`src/gdsr_consts.svh`:
```
`ifndef GDSR_CONSTS_SVH
`define GDSR_CONSTS_SVH

// Frame layout
`define FRAME_BITS      5'd16
`define FRAME_RW_BIT    15
`define FRAME_ADDR_HI   14
`define FRAME_ADDR_LO   11
`define FRAME_DATA_HI   10
`define WORD_ZERO       11'h000

// Register addresses
`define ADDR_WARN       4'h1
`define ADDR_FAULT_OC   4'h2
`define ADDR_FAULT_CHIP 4'h3
`define ADDR_FAULT_GS   4'h4
`define ADDR_HS_CTRL    4'h5
`define ADDR_LS_CTRL    4'h6
`define ADDR_MODE_CTRL  4'h7
`define ADDR_RSVD_WORD  4'h8
`define ADDR_OP_CTRL    4'h9
`define ADDR_AMP_CTRL   4'ha
`define ADDR_REG_CTRL   4'hb
`define ADDR_DS_CTRL    4'hc

// Control register reset values
`define RST_HS_CTRL     11'h000
`define RST_LS_CTRL     11'h000
`define RST_MODE_CTRL   11'h000
`define RST_OP_CTRL     11'h000
`define RST_AMP_CTRL    11'h000
`define RST_REG_CTRL    11'h000
`define RST_DS_CTRL     11'h000

// Warning word bit positions
`define W_FAULT         10
`define W_HEAT_175      8
`define W_SUPPLY_LOW    7
`define W_SUPPLY_HIGH   6
`define W_OC_OR         5
`define W_PUMP_LOW      4
`define W_HEAT_105      3
`define W_HEAT_125      2
`define W_HEAT_135      1
`define W_OVERHEAT      0

// Overcurrent word: bits 10..5 transistors, 2..0 amplifiers
`define OC_XTOR_LO      5
`define OC_XTOR_HI      10

// Chip fault word bit positions
`define C_LOCKOUT       10
`define C_WATCHDOG      9
`define C_OVERHEAT      8
`define C_REGULATOR     6
`define C_ANALOG        5
`define C_LS_SUPPLY     4
`define C_PUMP_LOW      2
`define C_PUMP_HIGH     1
`define C_PUMP_ABS      0

`endif

```
`src/gdsr_pkg.sv`:
```
package gdsr_pkg;
    // Serial frame phases
    typedef enum logic [1:0] {
        FR_IDLE,
        FR_SHIFT,
        FR_DONE
    } frame_state_t;

    typedef logic [10:0] word_t;
    typedef logic [3:0]  addr_t;
endpackage

```
`src/frame_bus_if.sv`:
```
`timescale 1ns/1ps
interface frame_bus_if;
    logic                 take;       // Full valid frame received, one cycle
    logic                 rw_read;    // Read when high
    gdsr_pkg::addr_t      addr;       // Register address
    gdsr_pkg::word_t      wdata;      // Write data
    logic                 start;      // Address complete pulse, latch response
    gdsr_pkg::addr_t      rsp_addr;   // Address used for response lookup
    gdsr_pkg::word_t      rsp_data;   // Addressed word content

    modport link (output take, output rw_read, output addr, output wdata,
                  output start, output rsp_addr, input rsp_data);
    modport bank (input take, input rw_read, input addr, input wdata,
                  input start, input rsp_addr, output rsp_data);
endinterface

```
`src/gate_driver_status_register_bank.sv`:
```
// Operation
// Status words 0x1-0x3 ignore writes
// Temperature flags and overheat warning in word 0x1
// Bit 5 live OR of six overcurrents
// Supply, pump and fault bits in word 0x1
// Any access to 0x1 services watchdog
// Six transistor overcurrent bits 10..5 at 0x2
// Amplifier overcurrent bits 2..0, bits 4:3 zero
// Lockout, watchdog, overheat faults at 0x3 bits 10..8
// Regulator, analog, low-side supply at 0x3 bits 6..4
// Pump faults at 0x3 bits 2..0
// All status bits zero after reset
// 16-bit frame: rw, address, data
// Response carries addressed word in low 11 bits
// Control registers default on sleep and power-up
// Reserved bits and word 0x8 read zero
// Unmapped addresses read all zeros
`timescale 1ns/1ps
`include "gdsr_consts.svh"
module gate_driver_status_register_bank (
    input  wire logic        clk_sys_i,
    input  wire logic        reset_n_i,
    // Serial link pins
    input  wire logic        sclk_i,
    input  wire logic        cs_n_i,
    input  wire logic        sdi_i,
    output logic             sdo_o,
    output logic             sdo_oe_o,
    // Sleep entry restores control defaults
    input  wire logic        sleep_enter_i,
    // Warning monitor levels
    input  wire logic        fault_i,
    input  wire logic        heat_flag_105_i,
    input  wire logic        heat_flag_125_i,
    input  wire logic        heat_flag_135_i,
    input  wire logic        heat_flag_175_i,
    input  wire logic        overheat_warning_i,
    input  wire logic        main_supply_low_warning_i,
    input  wire logic        main_supply_high_warning_i,
    input  wire logic        pump_low_warning_i,
    // Overcurrent monitors: [5]=high A .. [0]=low C
    input  wire logic [5:0]  overcurrent_i,
    // Amplifier overcurrent: [2]=C [1]=B [0]=A
    input  wire logic [2:0]  amp_overcurrent_i,
    // Chip fault monitors
    input  wire logic        main_supply_lockout_fault_i,
    input  wire logic        watchdog_expired_fault_i,
    input  wire logic        overheat_shutdown_fault_i,
    input  wire logic        regulator_low_fault_i,
    input  wire logic        analog_supply_low_fault_i,
    input  wire logic        low_side_supply_fault_i,
    input  wire logic        pump_low_fault_i,
    input  wire logic        pump_high_fault_i,
    input  wire logic        pump_absolute_high_fault_i,
    input  wire logic [10:0] gate_source_faults_i,
    // Results
    output logic             watchdog_service_o,
    output logic [10:0]      high_side_drive_control_o,
    output logic [10:0]      low_side_drive_control_o,
    output logic [10:0]      drive_mode_control_o,
    output logic [10:0]      chip_operation_control_o,
    output logic [10:0]      current_amplifier_control_o,
    output logic [10:0]      regulator_control_o,
    output logic [10:0]      drain_source_sense_control_o
);
    logic [1:0]          rst_sync_q;     // Reset release chain
    logic                rst_n;          // Released reset
    frame_bus_if         fb ();

    // Status words sampled from monitors (same clock domain)
    gdsr_pkg::word_t     warn_q;
    gdsr_pkg::word_t     oc_q;
    gdsr_pkg::word_t     chip_q;
    gdsr_pkg::word_t     gs_q;
    // Control words
    gdsr_pkg::word_t     hs_q;
    gdsr_pkg::word_t     ls_q;
    gdsr_pkg::word_t     mode_q;
    gdsr_pkg::word_t     op_q;
    gdsr_pkg::word_t     amp_q;
    gdsr_pkg::word_t     reg_q;
    gdsr_pkg::word_t     ds_q;
    logic                wd_q;           // Watchdog service pulse

    // Reset released through two flip-flops
    always_ff @(posedge clk_sys_i or negedge reset_n_i) begin
        if (!reset_n_i) rst_sync_q <= 2'b00;
        else rst_sync_q <= {rst_sync_q[0], 1'b1};
    end
    assign rst_n = rst_sync_q[1];

    serial_frame_port u_port (
        .clk_sys_i (clk_sys_i),
        .rst_n     (rst_n),
        .sclk_i    (sclk_i),
        .cs_n_i    (cs_n_i),
        .sdi_i     (sdi_i),
        .sdo_o     (sdo_o),
        .sdo_oe_o  (sdo_oe_o),
        .fb        (fb)
    );

    // Warning word assembly; reserved bit 9 held zero
    gdsr_pkg::word_t warn_d;
    always_comb begin
        warn_d                 = `WORD_ZERO;
        warn_d[`W_FAULT]       = fault_i;
        warn_d[`W_HEAT_175]    = heat_flag_175_i;
        warn_d[`W_SUPPLY_LOW]  = main_supply_low_warning_i;
        warn_d[`W_SUPPLY_HIGH] = main_supply_high_warning_i;
        warn_d[`W_OC_OR]       = |overcurrent_i;
        warn_d[`W_PUMP_LOW]    = pump_low_warning_i;
        warn_d[`W_HEAT_105]    = heat_flag_105_i;
        warn_d[`W_HEAT_125]    = heat_flag_125_i;
        warn_d[`W_HEAT_135]    = heat_flag_135_i;
        warn_d[`W_OVERHEAT]    = overheat_warning_i;
    end

    // Overcurrent word: bits 4:3 reserved zero
    gdsr_pkg::word_t oc_d;
    always_comb begin
        oc_d = `WORD_ZERO;
        oc_d[`OC_XTOR_HI:`OC_XTOR_LO] = overcurrent_i;
        oc_d[2:0] = amp_overcurrent_i;
    end

    // Chip fault word: bits 7 and 3 reserved zero
    gdsr_pkg::word_t chip_d;
    always_comb begin
        chip_d               = `WORD_ZERO;
        chip_d[`C_LOCKOUT]   = main_supply_lockout_fault_i;
        chip_d[`C_WATCHDOG]  = watchdog_expired_fault_i;
        chip_d[`C_OVERHEAT]  = overheat_shutdown_fault_i;
        chip_d[`C_REGULATOR] = regulator_low_fault_i;
        chip_d[`C_ANALOG]    = analog_supply_low_fault_i;
        chip_d[`C_LS_SUPPLY] = low_side_supply_fault_i;
        chip_d[`C_PUMP_LOW]  = pump_low_fault_i;
        chip_d[`C_PUMP_HIGH] = pump_high_fault_i;
        chip_d[`C_PUMP_ABS]  = pump_absolute_high_fault_i;
    end

    // Status sampling; monitors own the latching, bank only mirrors
    always_ff @(posedge clk_sys_i or negedge rst_n) begin
        if (!rst_n) begin
            warn_q <= `WORD_ZERO;
            oc_q   <= `WORD_ZERO;
            chip_q <= `WORD_ZERO;
            gs_q   <= `WORD_ZERO;
        end else begin
            warn_q <= warn_d;
            oc_q   <= oc_d;
            chip_q <= chip_d;
            gs_q   <= gate_source_faults_i;
        end
    end

    // Write decode; status and reserved addresses have no strobe
    wire wr_en   = fb.take && !fb.rw_read;
    wire wr_hs   = wr_en && (fb.addr == `ADDR_HS_CTRL);
    wire wr_ls   = wr_en && (fb.addr == `ADDR_LS_CTRL);
    wire wr_mode = wr_en && (fb.addr == `ADDR_MODE_CTRL);
    wire wr_op   = wr_en && (fb.addr == `ADDR_OP_CTRL);
    wire wr_amp  = wr_en && (fb.addr == `ADDR_AMP_CTRL);
    wire wr_reg  = wr_en && (fb.addr == `ADDR_REG_CTRL);
    wire wr_ds   = wr_en && (fb.addr == `ADDR_DS_CTRL);

    // Control words; sleep entry forces defaults, taking priority
    always_ff @(posedge clk_sys_i or negedge rst_n) begin
        if (!rst_n) begin
            hs_q   <= `RST_HS_CTRL;
            ls_q   <= `RST_LS_CTRL;
            mode_q <= `RST_MODE_CTRL;
            op_q   <= `RST_OP_CTRL;
            amp_q  <= `RST_AMP_CTRL;
            reg_q  <= `RST_REG_CTRL;
            ds_q   <= `RST_DS_CTRL;
        end else if (sleep_enter_i) begin
            hs_q   <= `RST_HS_CTRL;
            ls_q   <= `RST_LS_CTRL;
            mode_q <= `RST_MODE_CTRL;
            op_q   <= `RST_OP_CTRL;
            amp_q  <= `RST_AMP_CTRL;
            reg_q  <= `RST_REG_CTRL;
            ds_q   <= `RST_DS_CTRL;
        end else begin
            if (wr_hs)   hs_q   <= fb.wdata;
            if (wr_ls)   ls_q   <= fb.wdata;
            if (wr_mode) mode_q <= fb.wdata;
            if (wr_op)   op_q   <= fb.wdata;
            if (wr_amp)  amp_q  <= fb.wdata;
            if (wr_reg)  reg_q  <= fb.wdata;
            if (wr_ds)   ds_q   <= fb.wdata;
        end
    end

    // Watchdog service on any full frame to the warning word
    always_ff @(posedge clk_sys_i or negedge rst_n) begin
        if (!rst_n) wd_q <= 1'b0;
        else wd_q <= fb.take && (fb.addr == `ADDR_WARN);
    end

    // Response lookup; reserved word and unmapped read zero
    gdsr_pkg::word_t rsp;
    always_comb begin
        unique case (fb.rsp_addr)
            `ADDR_WARN:       rsp = warn_q;
            `ADDR_FAULT_OC:   rsp = oc_q;
            `ADDR_FAULT_CHIP: rsp = chip_q;
            `ADDR_FAULT_GS:   rsp = gs_q;
            `ADDR_HS_CTRL:    rsp = hs_q;
            `ADDR_LS_CTRL:    rsp = ls_q;
            `ADDR_MODE_CTRL:  rsp = mode_q;
            `ADDR_OP_CTRL:    rsp = op_q;
            `ADDR_AMP_CTRL:   rsp = amp_q;
            `ADDR_REG_CTRL:   rsp = reg_q;
            `ADDR_DS_CTRL:    rsp = ds_q;
            default:          rsp = `WORD_ZERO;
        endcase
    end
    assign fb.rsp_data = rsp;

    assign watchdog_service_o           = wd_q;
    assign high_side_drive_control_o    = hs_q;
    assign low_side_drive_control_o     = ls_q;
    assign drive_mode_control_o         = mode_q;
    assign chip_operation_control_o     = op_q;
    assign current_amplifier_control_o  = amp_q;
    assign regulator_control_o          = reg_q;
    assign drain_source_sense_control_o = ds_q;
endmodule

```
`src/serial_frame_port.sv`:
```
`timescale 1ns/1ps
`include "gdsr_consts.svh"
module serial_frame_port (
    input  wire logic   clk_sys_i,
    input  wire logic   rst_n,
    input  wire logic   sclk_i,
    input  wire logic   cs_n_i,
    input  wire logic   sdi_i,
    output logic        sdo_o,
    output logic        sdo_oe_o,
    frame_bus_if.link   fb
);
    // Three-stage synchronisers; stage 0 feeds only stage 1
    logic [2:0] sclk_q;
    logic [2:0] cs_q;
    logic [2:0] sdi_q;
    logic       sclk_s;         // Filtered clock level
    logic       cs_n_s;         // Filtered select level
    logic [4:0] count_q;        // Bits captured this frame
    logic [15:0] shin_q;        // Incoming frame
    logic [15:0] shout_q;       // Outgoing response
    logic       sdo_q;
    gdsr_pkg::frame_state_t st_q;

    // Edge qualified once stages 1 and 2 agree
    wire sclk_rise = sclk_q[1] & sclk_q[2] & ~sclk_s;
    wire sclk_fall = ~sclk_q[1] & ~sclk_q[2] & sclk_s;
    wire cs_fall   = ~cs_q[1] & ~cs_q[2] & cs_n_s;
    wire cs_rise   = cs_q[1] & cs_q[2] & ~cs_n_s;

    // Synchroniser chains
    always_ff @(posedge clk_sys_i or negedge rst_n) begin
        if (!rst_n) begin
            sclk_q <= 3'h0;
            cs_q   <= 3'h7;
            sdi_q  <= 3'h0;
        end else begin
            sclk_q <= {sclk_q[1:0], sclk_i};
            cs_q   <= {cs_q[1:0], cs_n_i};
            sdi_q  <= {sdi_q[1:0], sdi_i};
        end
    end

    // Debounced levels, updated only on agreement
    always_ff @(posedge clk_sys_i or negedge rst_n) begin
        if (!rst_n) begin
            sclk_s <= 1'b0;
            cs_n_s <= 1'b1;
        end else begin
            if (sclk_rise || sclk_fall) sclk_s <= sclk_q[2];
            if (cs_fall || cs_rise) cs_n_s <= cs_q[2];
        end
    end

    // Frame state, bit count and shift registers
    always_ff @(posedge clk_sys_i or negedge rst_n) begin
        if (!rst_n) begin
            st_q    <= gdsr_pkg::FR_IDLE;
            count_q <= 5'h0;
            shin_q  <= 16'h0000;
            shout_q <= 16'h0000;
            sdo_q   <= 1'b0;
        end else begin
            unique case (st_q)
                gdsr_pkg::FR_IDLE: begin
                    if (cs_fall) begin
                        st_q    <= gdsr_pkg::FR_SHIFT;
                        count_q <= 5'h0;
                    end
                end
                gdsr_pkg::FR_SHIFT: begin
                    // Response latched at the 5th captured bit, address complete
                    if (sclk_rise && count_q == 5'h0) begin
                        sdo_q <= shout_q[15];
                    end else if (sclk_rise) begin
                        sdo_q   <= shout_q[14];
                        shout_q <= {shout_q[14:0], 1'b0};
                    end
                    if (sclk_fall) begin
                        shin_q  <= {shin_q[14:0], sdi_q[2]};
                        count_q <= count_q + 5'h1;
                    end
                    // Word MSB in bit 14, so it leaves on the 6th rising edge
                    if (fb.start) begin
                        shout_q <= {1'b0, fb.rsp_data, 4'h0};
                    end
                    if (cs_rise) st_q <= gdsr_pkg::FR_DONE;
                end
                gdsr_pkg::FR_DONE: begin
                    st_q <= gdsr_pkg::FR_IDLE;
                end
            endcase
        end
    end

    // Response comes from the address in bits 14:11, known after 5 bits
    assign fb.start    = (st_q == gdsr_pkg::FR_SHIFT) && sclk_fall && (count_q == 5'h4);
    assign fb.rsp_addr = {shin_q[2:0], sdi_q[2]};
    // Frames whose bit count is not 16 modulo 32 are dropped, the 5-bit count wraps
    assign fb.take     = (st_q == gdsr_pkg::FR_DONE) && (count_q == `FRAME_BITS);
    assign fb.rw_read  = shin_q[`FRAME_RW_BIT];
    assign fb.addr     = shin_q[`FRAME_ADDR_HI:`FRAME_ADDR_LO];
    assign fb.wdata    = shin_q[`FRAME_DATA_HI:0];
    assign sdo_o       = sdo_q;
    assign sdo_oe_o    = ~cs_n_s;
endmodule

```
`config.mk`:
```
export PLATFORM = sky130hd
export DESIGN_NAME = gate_driver_status_register_bank
export DESIGN_NICKNAME = d
export VERILOG_FILES = /design/src/gdsr_pkg.sv /design/src/frame_bus_if.sv /design/src/gate_driver_status_register_bank.sv /design/src/serial_frame_port.sv
export VERILOG_INCLUDE_DIRS = /design/src
export SDC_FILE = /design/constraint.sdc
export NUM_CORES = 1
export LEC_CHECK = 0
export ABC_CLOCK_PERIOD_IN_PS = 4900
export BUFFER_PORTS_ARGS = -buffer_cell sky130_fd_sc_hd__buf_2
export CORE_MARGIN = 5
export CORE_UTILIZATION = 51
export DETAILED_ROUTE_END_ITERATION = 12
export PLACE_DENSITY = 0.76
export SLEW_MARGIN = 0
export SYNTH_ARGS = -nofsm -noshare
export SYNTH_HDL_FRONTEND = slang
export SYNTH_SLANG_ARGS = --single-unit
```
`constraint.sdc`:
```
create_clock -name clk_sys_i -period 4.9 [get_ports clk_sys_i]
set_input_delay 0.98 -clock clk_sys_i [delete_from_list [all_inputs] [get_ports clk_sys_i]]
set_output_delay 0.98 -clock clk_sys_i [all_outputs]
set_load 0.02 [all_outputs]
```
==> results of run 1 <==
## sequential cells by signal, indices dropped and copies added, names as in the netlist, 2 cells and up
| register | cells |
|---|---|
| chip_q | 9 |
| u_port.sclk_q | 3 |
| chip_operation_control_o | 11 |
| drive_mode_control_o | 11 |
| warn_q | 10 |
| u_port.shin_q | 16 |
| current_amplifier_control_o | 11 |
| rst_sync_q | 2 |
| gs_q | 11 |
| low_side_drive_control_o | 11 |
| u_port.sdi_q | 3 |
| u_port.cs_q | 3 |
| drain_source_sense_control_o | 11 |
| oc_q | 9 |
| u_port.count_q | 5 |
| u_port.st_q | 2 |
| regulator_control_o | 11 |
| high_side_drive_control_o | 11 |
| u_port.shout_q | 12 |
## worst min-delay path by stage
| stage | end | slack, ps | cells past startpoint | start |
|---|---|---|---|---|
| finish | rst_sync_q[1]$_DFF_PN0_ | 330 | 1 | reset_n_i |
| global route | rst_sync_q[1]$_DFF_PN0_ | 310 | 1 | reset_n_i |
| CTS | rst_sync_q[1]$_DFF_PN0_ | 320 | 1 | reset_n_i |
| detailed placement | rst_sync_q[1]$_DFF_PN0_ | 350 | 0 | rst_sync_q[0]$_DFF_PN0_ |
| global placement | u_port.sdi_q[1]$_DFF_PN0_ | 340 | 0 | u_port.sdi_q[0]$_DFF_PN0_ |
| floorplan | rst_sync_q[1]$_DFF_PN0_ | 330 | 0 | rst_sync_q[0]$_DFF_PN0_ |
## power breakdown
part	internal (mW)	switching [mW]	leakage, nW
Combinational	0.255	0.466	2.17
Clock	0.911	0.545	0.317
Sequential	1.47	0.126	2.14
## cell usage after synthesis, types with 2 or more instances
| cell | number | area share [%] |
|---|---|---|
| a2bb2oi_1 | 4 | 0.48 |
| and4bb_2 | 2 | 0.34 |
| mux2_2 | 20 | 3.1 |
| o22ai_1 | 6 | 0.51 |
| inv_1 | 14 | 0.71 |
| a21oi_1 | 13 | 0.88 |
| nor3_1 | 4 | 0.27 |
| o31ai_1 | 6 | 0.61 |
| nand3_1 | 16 | 1.1 |
| o21a_1 | 2 | 0.20 |
| nand4_1 | 3 | 0.26 |
| and3_1 | 3 | 0.26 |
| nand3b_1 | 5 | 0.51 |
| mux2i_1 | 88 | 12 |
| a22oi_1 | 10 | 1.0 |
| o32ai_1 | 4 | 0.48 |
| clkbuf_1 | 25 | 1.3 |
| nor2b_1 | 13 | 1.1 |
| a21o_1 | 2 | 0.20 |
| buf_2 | 22 | 1.5 |
| nor4_1 | 3 | 0.26 |
| a21oi_2 | 2 | 0.24 |
| a22o_1 | 2 | 0.24 |
| nand2_1 | 32 | 1.6 |
| dfrtp_1 | 162 | 55 |
| a31oi_1 | 12 | 1.0 |
| xor2_1 | 3 | 0.36 |
| dfstp_2 | 4 | 1.4 |
| a32oi_1 | 13 | 1.5 |
| nor2_1 | 99 | 5.1 |
| ha_1 | 5 | 0.85 |
| o21ai_0 | 18 | 1.2 |
| nor3b_1 | 9 | 0.92 |
| nand2b_1 | 5 | 0.43 |
| or3b_2 | 2 | 0.24 |
| and3b_1 | 2 | 0.24 |
| a221o_1 | 3 | 0.41 |
## critical path: stages, from the launching register on
cell and delay, ps:
dfrtp_1 730, buf_4 380, nor4b_1 1050, a2bb2oi_1 130, o221ai_1 130, o21ai_0 160
a31oi_1 230
## stage by stage
step	total power, mW	util (%)	hold slack [ps]	setup WS, ps
final	3.77	62.1	330	1990
after detailed placement	2.32	57.5	345	2100
after global routing	3.92	62.1	313	1860
after global placement	2.30	57.5	335	2120
after CTS	3.77	62.1	319	2090
after floorplan	2.11	-	331	2160
## cell type report
class | count | area, um^2
Clock buffer | 22 | 484
Tap cell | 180 | 225
Clock inverter | 9 | 164
Fill cell | 1108 | 5300
Sequential cell | 166 | 4160
Timing Repair Buffer | 129 | 673
Multi-Input combinational cell | 426 | 2930
Inverter | 14 | 52.6
## cell families (layout without fill, tap and decap cells)
group,count (synthesis),count (layout),share of synthesized area (%)
buffers and inverters,63,174,3.64
XOR/XNOR,3,3,0.357
other,1,1,0.0510
flip-flops,166,166,56.6
adder cells (fa/ha/maj),5,5,0.851
AND/OR/NAND/NOR,203,203,13.3
multiplexers,108,108,15.0
AO/OA/AOI/OAI,106,106,10.1
## routing by layer
metal / up-vias / share of wire [%] / track usage (%) / wire (um)
met2: 279 / 49 / 41.1 / 10300
met3: 29 / 8.0 / 6.63 / 1690
met4: 0 / 1.8 / 7.64 / 374
li1: 2508 / - / - / -
met5: - / 0 / 0 / 0
met1: 2944 / 41 / 35.0 / 8750
==> out/summary.txt, run 1 <==
Synthesized net count = 704
Post-synth EDFFs = 0
Worst IR Drop VDD = 0.353 mV
Final #Nets = 803
CTS tree = done
Synth-to-Final Area Change = 18.2%
1st-iter DRT viols = 804
Vias in the first global route = 5,811
Startpoint types = flop
Clock Tree Root = clkbuf_16
Via density = 6.09
Worst slew margin = 15.9%
Initial Util = 52.6%
Final Setup Violations = 0
Reg2Reg Launch Point = u_port.sdi_q[2]$_DFF_PN0_
Detailed Route WL = 21.1 mm
Clock Sink Count = 166
Port bufs = 123
Post-synth cell types = 54
Worst slew pin tran = 1240 ps
Final instance area = 8690 um^2
Largest net degree at the start of global routing = 85
CP Max Fanout = 20
DR pass1 iterations = 6
Average cell area after synthesis = 11.2 um^2
Worst endpoint data arrival time = 3240 ps
Fmax achieved = 344 MHz
PwrDens = 434 nW/um^2
Routability-driven placement congestion ratio = 0.923
Die height = 130 um
Unrepaired setup endpoints after global routing = false
Ys async rst share = 100%
First-pass GRT wire length = 32.8 mm
Sequential area share after synthesis = 56.6%
Min-Delay Path Class = input pin to async pin
Total Routing Usage GR = 25.7%
DR WL/cell = 22.3 um
Yosys warns = 0
Slew Limit Fails = 0
Num CTS Buffers = 17
Max_cap viols = 0
Crit. Startpoint = u_port.sdi_q[2]$_DFF_PN0_
Commonest cells after routing, fill and taps aside = 161 x dfrtp_1, 123 x buf_2, 99 x nor2_1, 88 x mux2i_1, 32 x nand2_1
R2r setup slk = 1990 ps
Minimum clock period = 2910 ps
Status = completed
# rows = 43
Critical Path Sink = u_port.shout_q[14]$_DFFE_PN0P_
Setup TNS = 0 ps
Final ANT Viol Nets = 0
Ports = 124
Total number of vias = 5,760
Commonest non-fill, non-tap cell in the layout = dfrtp_1
# resized after CTS = 0
Total grt overflow = 0
#FFs+latches synth = 166
Placed cells = 915
Finished Layout Cells = 946
Post-synth top flop = dfrtp_1
Post-CTS Setup Inserts = 0
Crit. End Element = flop
Mapped Area = 7350 um^2
Static leakage = 4.62 nW
Final hold vios = 0
Clock Pin Slew Worst Setup and Hold Paths = 60 ps
Cells after synthesis = 655
Die area = 16,900 um^2
WP data required = 5240 ps
Core area = 14,000 um^2
Worst reg-to-reg path cell count = 6
Clock Tree Buf Depth = 2
Fraction of layout cells with a size suffix above 1 = 25.2%
Skew-Pair Late Insertion Delay = 420 ps
Placed Area = 8040 um^2
DRC viols = 0
Reg2reg end = u_port.shout_q[14]$_DFFE_PN0P_
Clock skew = 8.20 ps
Initial antenna violation count = 0
Antenna Cells = 0
Detailed placement HPWL = 14.5 mm
Die width = 130 um
Final Cycle Share = 59.3%
Hold buffer count at cts = 0
Critical path class = flop to flop
CTS H-tree lvls = 4
Power figures use the tool's default switching activity.
==> inputs of run 2 (changes only) <==
Settings changed: ABC_CLOCK_PERIOD_IN_PS 4900 to 2800, CORE_UTILIZATION 51 to 56, PLACE_DENSITY 0.76 to 0.8.
Clock period 4.9 ns to 2.8 ns, I/O delays scaled along.
==> run 2 against run 1 <==
Against the previous run:
- non-clock buffer count grew 24
- first-iteration DRC count is 20% lower
- worst setup slack worse by 1600 ps
- combinational power is 84% higher
- largest cell class unchanged
==> out/summary.txt, run 2 (synthesized netlist as in run 1, its figures left out) <==
Largest net degree at the start of global routing = 51 (-40%)
Worst slew pin tran = 1210 ps (-33.4 ps)
Largest register FFs = 16 (unchanged)
Power Total = 6.64 mW (+76%)
Die width = 125 um (-4.2%)
Clock Pin Slew Worst Setup and Hold Paths = 60 ps (about the same)
DR WL/cell = 22.0 um (-1.4%)
Unrepaired setup endpoints after global routing = false
# rows = 41 (-4.7%)
CTS tree = done
Minimum clock period = 2370 ps (-541 ps)
Synth-to-Final Area Change = 20.5%
CP peak stage delay = 1020 ps (-30 ps)
Via density = 5.99 (-1.7%)
Startpoint types = flop
Layout Utilization = 69.6% (+7.5 points)
Final #Nets = 827 (+3.0%)
Commonest non-fill, non-tap cell in the layout = dfrtp_1
Initial Util = 57.8% (+5.2 points)
Skew-Pair Late Insertion Delay = 430 ps (about the same)
CP max-delay cell = nor4b_1
Vias in the first global route = 5,981 (+2.9%)
Worst setup margin = 435 ps (-1560 ps)
Final instance area = 8860 um^2 (+2.0%)
Slew Limit Fails = 0 (unchanged)
Static leakage = 4.73 nW (+2.4%)
1st-iter DRT viols = 643 (-20%)
Final Setup Violations = 0 (unchanged)
Status = completed
Antenna Cells = 0 (unchanged)
Clock skew = 7.49 ps (-0.709 ps)
Family with the most delay on the worst path = simple AND/OR/NAND/NOR gates
DR pass1 iterations = 5 (-1)
Worst endpoint data arrival time = 2710 ps (-530 ps)
Placed Area = 8210 um^2 (+2.2%)
Port bufs = 123 (unchanged)
First-pass GRT wire length = 33.5 mm (+2.2%)
Clock Tree Root = clkbuf_16
WP data required = 3140 ps (-2100 ps)
CTS H-tree lvls = 4 (unchanged)
Largest register by flop count = u_port.shin_q
Commonest cells after routing, fill and taps aside = 161 x dfrtp_1, 123 x buf_2, 99 x nor2_1, 88 x mux2i_1, 32 x nand2_1
Detailed Route WL = 21.2 mm (+0.39%)
Worst IR Drop VDD = 0.536 mV (+52%)
Die height = 125 um (-4.2%)
Clock Tree Buf Depth = 2 (unchanged)
Detailed placement HPWL = 15.4 mm (+6.4%)
PwrDens = 749 nW/um^2 (+72%)
Regs by FF count = u_port.shin_q (16), u_port.shout_q (12)
Setup TNS = 0 ps (unchanged)
Worst path cell trace = buf_4, nor4b_1, a2bb2oi_1, o221ai_1, o21ai_0, a31oi_1
CP Buf/Inv Count = 1 (unchanged)
Final ANT Viol Nets = 0 (unchanged)
Final Cycle Share = 84.5% (+25 points)
Total number of vias = 5,764 (+0.069%)
Total grt overflow = 0 (unchanged)
Total Routing Usage GR = 27.8% (+2.0 points)
Final hold vios = 0 (unchanged)
Fmax achieved = 423 MHz (+23%)
Post-CTS Setup Inserts = 0 (unchanged)
Num CTS Buffers = 17 (unchanged)
Worst slew margin = 18.1% (+2.3 points)
Initial antenna violation count = 0 (unchanged)
Min-Delay Path Class = input pin to flop
Crit. End Element = flop
Core area = 12,700 um^2 (-9.1%)
Ports = 124 (unchanged)
Routability-driven placement congestion ratio = 0.985 (+6.8%)
DRC viols = 0 (unchanged)
# fillers = 975 (-12%)
Fraction of layout cells with a size suffix above 1 = 27.4% (+2.2 points)
Die area = 15,500 um^2 (-8.3%)
Pre-CTS setup slack = 480 ps (-1620 ps)
CP Max Fanout = 12 (-40%)
Max_cap viols = 0 (unchanged)
Clock Sink Count = 166 (unchanged)
Critical path class = flop to flop
run 2: cell count changes in the layout (fill, tap and decap cells not counted), sizes merged:
cell | previous run | this run
clkinvlp | 0 | 1
clkbuf | 22 | 19
inv | 16 | 19
dlygate4sd3 | 0 | 1
buf | 129 | 152
run 2: final timing paths:
kind                                            from                                       end  cells after the start  slack [ps]
min in group asynchronous    rst_sync_q[1]$_DFF_PN0_  high_side_drive_control_o[7]$_DFFE_PN0P_                      0         350
hold reg to reg              rst_sync_q[1]$_DFF_PN0_  high_side_drive_control_o[7]$_DFFE_PN0P_                      0         350
setup / recovery           u_port.sdi_q[2]$_DFF_PN0_            u_port.shout_q[14]$_DFFE_PN0P_                      6         430
hold / removal                                cs_n_i                  u_port.cs_q[0]$_DFF_PN1_                      1         230
setup reg to reg           u_port.sdi_q[2]$_DFF_PN0_            u_port.shout_q[14]$_DFFE_PN0P_                      6         430
max in group asynchronous    rst_sync_q[1]$_DFF_PN0_   low_side_drive_control_o[7]$_DFFE_PN0P_                      1        1650
run 2: routing by layer:
metal	part of all wire (%)	global-route usage (%)	routed length, um
met1	41	36.9	8690
met4	3.7	12.9	789
met5	0	0	0
met2	48	43.2	10100
met3	7.8	6.78	1650
run 2: where the power goes:
part | total (mW) | internal, mW | leakage (nW) | switching, mW
Sequential | 2.79 | 2.57 | 2.14 | 0.221
Combinational | 1.33 | 0.517 | 2.28 | 0.817
Clock | 2.51 | 1.53 | 0.311 | 0.979
Total | 6.64 | 4.62 | 4.73 | 2.02
run 2: cell type report:
class                      count  area (um^2)  share of cell area [%]
clock buffer                  19          443                    5.00
sequential                   166         4160                    47.0
clock inverter                13          193                    2.17
tap                          172          215                    2.43
multi-input combinational    426         2930                    33.0
inverter                      14         52.6                   0.593
timing repair buffer         153          868                    9.80
run 2: metrics by stage:
step	instances	hold WS, ps
finish	963	226
global route	963	216
CTS	963	216
detailed placement	930	344
global placement	930	337
floorplan	655	264
run 2: what timing repair did:
item,4_1_cts,5_1_grt
setup endpoints to repair,0,0
gates resized for setup,0,0
hold buffers,1,0
hold endpoints to repair,2,0
==> inputs of run 3 (changes only) <==
Settings changed: ABC_CLOCK_PERIOD_IN_PS 2800 to 2290.
Clock period 2.8 ns to 2.29 ns, I/O delays scaled along.
==> run 3 against run 2 <==
Against the previous run:
- worst hold slack worse by 100 ps
- sequential cell count stayed put
- wire length up 3.2%
- via count increased by 3.2%
- worst setup slack worse by 320 ps
- critical path type unchanged
- largest power group unchanged
- highest routed layer unchanged
==> out/summary.txt, run 3 (synthesized netlist as in run 1, its figures left out) <==
Vias in the first global route = 6,159 (+3.0%)
Port bufs = 123 (unchanged)
Total grt overflow = 0 (unchanged)
Commonest cells after routing, fill and taps aside = 161 x dfrtp_1, 123 x buf_2, 99 x nor2_1, 88 x mux2i_1, 37 x buf_4
Hold Path Depth = 1 (unchanged)
Core area = 12,700 um^2 (unchanged)
Die height = 125 um (unchanged)
Final Cycle Share = 95.2% (+11 points)
Routability-driven placement congestion ratio = 0.999 (+1.4%)
Critical path class = flop to flop
Largest net degree at the start of global routing = 78 (+53%)
Fmax achieved = 459 MHz (+8.5%)
Static leakage = 4.74 nW (+0.23%)
PwrDens = 870 nW/um^2 (+16%)
Minimum clock period = 2180 ps (-185 ps)
Slew Limit Fails = 0 (unchanged)
Largest register FFs = 16 (unchanged)
Finished Layout Cells = 973 (+1.0%)
Status = completed
Worst hold endpoint = gs_q[4]$_DFF_PN0_
Clock Sink Count = 166 (unchanged)
Final Setup Violations = 0 (unchanged)
Antenna Cells = 0 (unchanged)
Ports = 124 (unchanged)
Clock Pin Slew Worst Setup and Hold Paths = 60 ps (about the same)
# fillers = 985 (+1.0%)
Multi-input gate area = 2940 um^2 (+0.60%)
Reg2reg end = chip_operation_control_o[6]$_DFFE_PN0P_
Clock Tree Buf Depth = 2 (unchanged)
Max_cap viols = 0 (unchanged)
Synth-to-Final Area Change = 20.6% (about the same)
Clock skew = 10.6 ps (+3.13 ps)
1st-iter DRT viols = 705 (+9.6%)
Regs by FF count = u_port.shin_q (16), u_port.shout_q (12)
Die width = 125 um (unchanged)
CTS tree = done
# rows = 41 (unchanged)
Crit. End Element = flop
Via density = 6.11 (+2.1%)
Startpoint types = flop
DR pass1 iterations = 5 (unchanged)
Detailed placement HPWL = 15.7 mm (+1.9%)
Initial antenna violation count = 0 (unchanged)
Unrepaired setup endpoints after global routing = false
Hold_sp = gate_source_faults_i[4]
Placed cells = 941 (+1.2%)
Largest register by flop count = u_port.shin_q
Final ANT Viol Nets = 0 (unchanged)
Total Routing Usage GR = 28.5% (+0.77 points)
Register area = 4160 um^2 (unchanged)
Final #Nets = 839 (+1.5%)
Skew-Pair Late Insertion Delay = 430 ps (about the same)
Worst endpoint data arrival time = 2490 ps (-220 ps)
Initial Util = 57.8% (unchanged)
Worst IR Drop VDD = 0.603 mV (+12%)
Min-Delay Path Class = input pin to flop
Detailed Route WL = 21.9 mm (+3.2%)
CP Max Fanout = 9 (-3)
Num CTS Buffers = 17 (unchanged)
WP data required = 2600 ps (-540 ps)
DR WL/cell = 22.5 um (+2.1%)
R2r setup slk = 110 ps (-320 ps)
Total number of vias = 5,949 (+3.2%)
CTS H-tree lvls = 4 (unchanged)
Final hold vios = 0 (unchanged)
DRC viols = 0 (unchanged)
Power Total = 7.72 mW (+16%)
Reg2Reg Launch Point = u_port.count_q[0]$_DFFE_PN0P_
Commonest non-fill, non-tap cell in the layout = dfrtp_1
Die area = 15,500 um^2 (unchanged)
Fraction of layout cells with a size suffix above 1 = 28.5% (+1.0 points)
Worst slew margin = 58.4% (+40 points)
First-pass GRT wire length = 34.4 mm (+2.6%)
Worst slew pin tran = 624 ps (-587 ps)
Setup TNS = 0 ps (unchanged)
Clock Tree Root = clkbuf_16
Worst reg-to-reg path cell count = 9 (+3)
==> run 3: how the worst max path moves through the flow <==
stage / startpoint / endpoint / slack, ps / cells past startpoint
floorplan: u_port.st_q[1]$_DFFE_PN0P_ / u_port.count_q[3]$_DFFE_PN0P_ / 360 / 9
global placement: u_port.count_q[0]$_DFFE_PN0P_ / u_port.shout_q[12]$_DFFE_PN0P_ / 210 / 7
detailed placement: u_port.count_q[0]$_DFFE_PN0P_ / chip_operation_control_o[7]$_DFFE_PN0P_ / 100 / 8
CTS: u_port.count_q[0]$_DFFE_PN0P_ / chip_operation_control_o[6]$_DFFE_PN0P_ / 60 / 8
global route: u_port.count_q[0]$_DFFE_PN0P_ / chip_operation_control_o[9]$_DFFE_PN0P_ / 20 / 9
finish: u_port.count_q[0]$_DFFE_PN0P_ / chip_operation_control_o[6]$_DFFE_PN0P_ / 110 / 9
==> run 3: what timing repair did <==
action | CTS | global route
buffers inserted | 0 | 1
hold buffers | 1 | 0
gates resized for setup | 0 | 3
endpoints found under the setup margin | 0 | 28
endpoints found under the hold margin | 2 | 0
==> run 3: per-layer routing <==
| metal | part of all wire, % | wire [um] | track usage (%) | vias to the layer above |
|---|---|---|---|---|
| li1 | - | - | - | 2584 |
| met1 | 39 | 8630 | 36.7 | 2980 |
| met5 | 0 | 0 | 0 | - |
| met4 | 4.3 | 942 | 15.3 | 0 |
| met3 | 7.6 | 1660 | 6.09 | 73 |
| met2 | 49 | 10700 | 45.5 | 312 |
==> run 3: worst max-delay path, cell delays in order, from the launching register on <==
cell and delay, ps:
dfrtp_1 400, inv_1 120, ha_1 200, nand3b_1 180, nor4_4 290, buf_4 200
nand2_1 160, buf_4 250, mux2i_1 190, nor2_1 60
==> run 3: per-stage QoR <==
step	instance area, um^2	setup WS [ps]	utilization [%]	hold slack [ps]
after CTS	8840	60.1	69.5	113
after global routing	8860	18.6	69.7	112
after global placement	8320	208	65.4	245
after detailed placement	8320	104	65.4	249
after floorplan	7360	359	-	162
final	8860	110	69.7	125
==> run 3: power breakdown <==
group          internal, mW  total, mW  switching [mW]
Clock                  1.39       2.53            1.14
Sequential             3.15       3.38           0.231
Combinational         0.724       1.80            1.08
Total                  5.26       7.72            2.45
==> run 3: layout make-up <==
type | instances | share of cell area, %
Multi-Input combinational cell | 426 | 33.2
Sequential cell | 166 | 47.0
Inverter | 14 | 0.593
Timing Repair Buffer | 165 | 11.1
Clock buffer | 21 | 5.08
Tap cell | 172 | 2.43
Clock inverter | 9 | 0.649
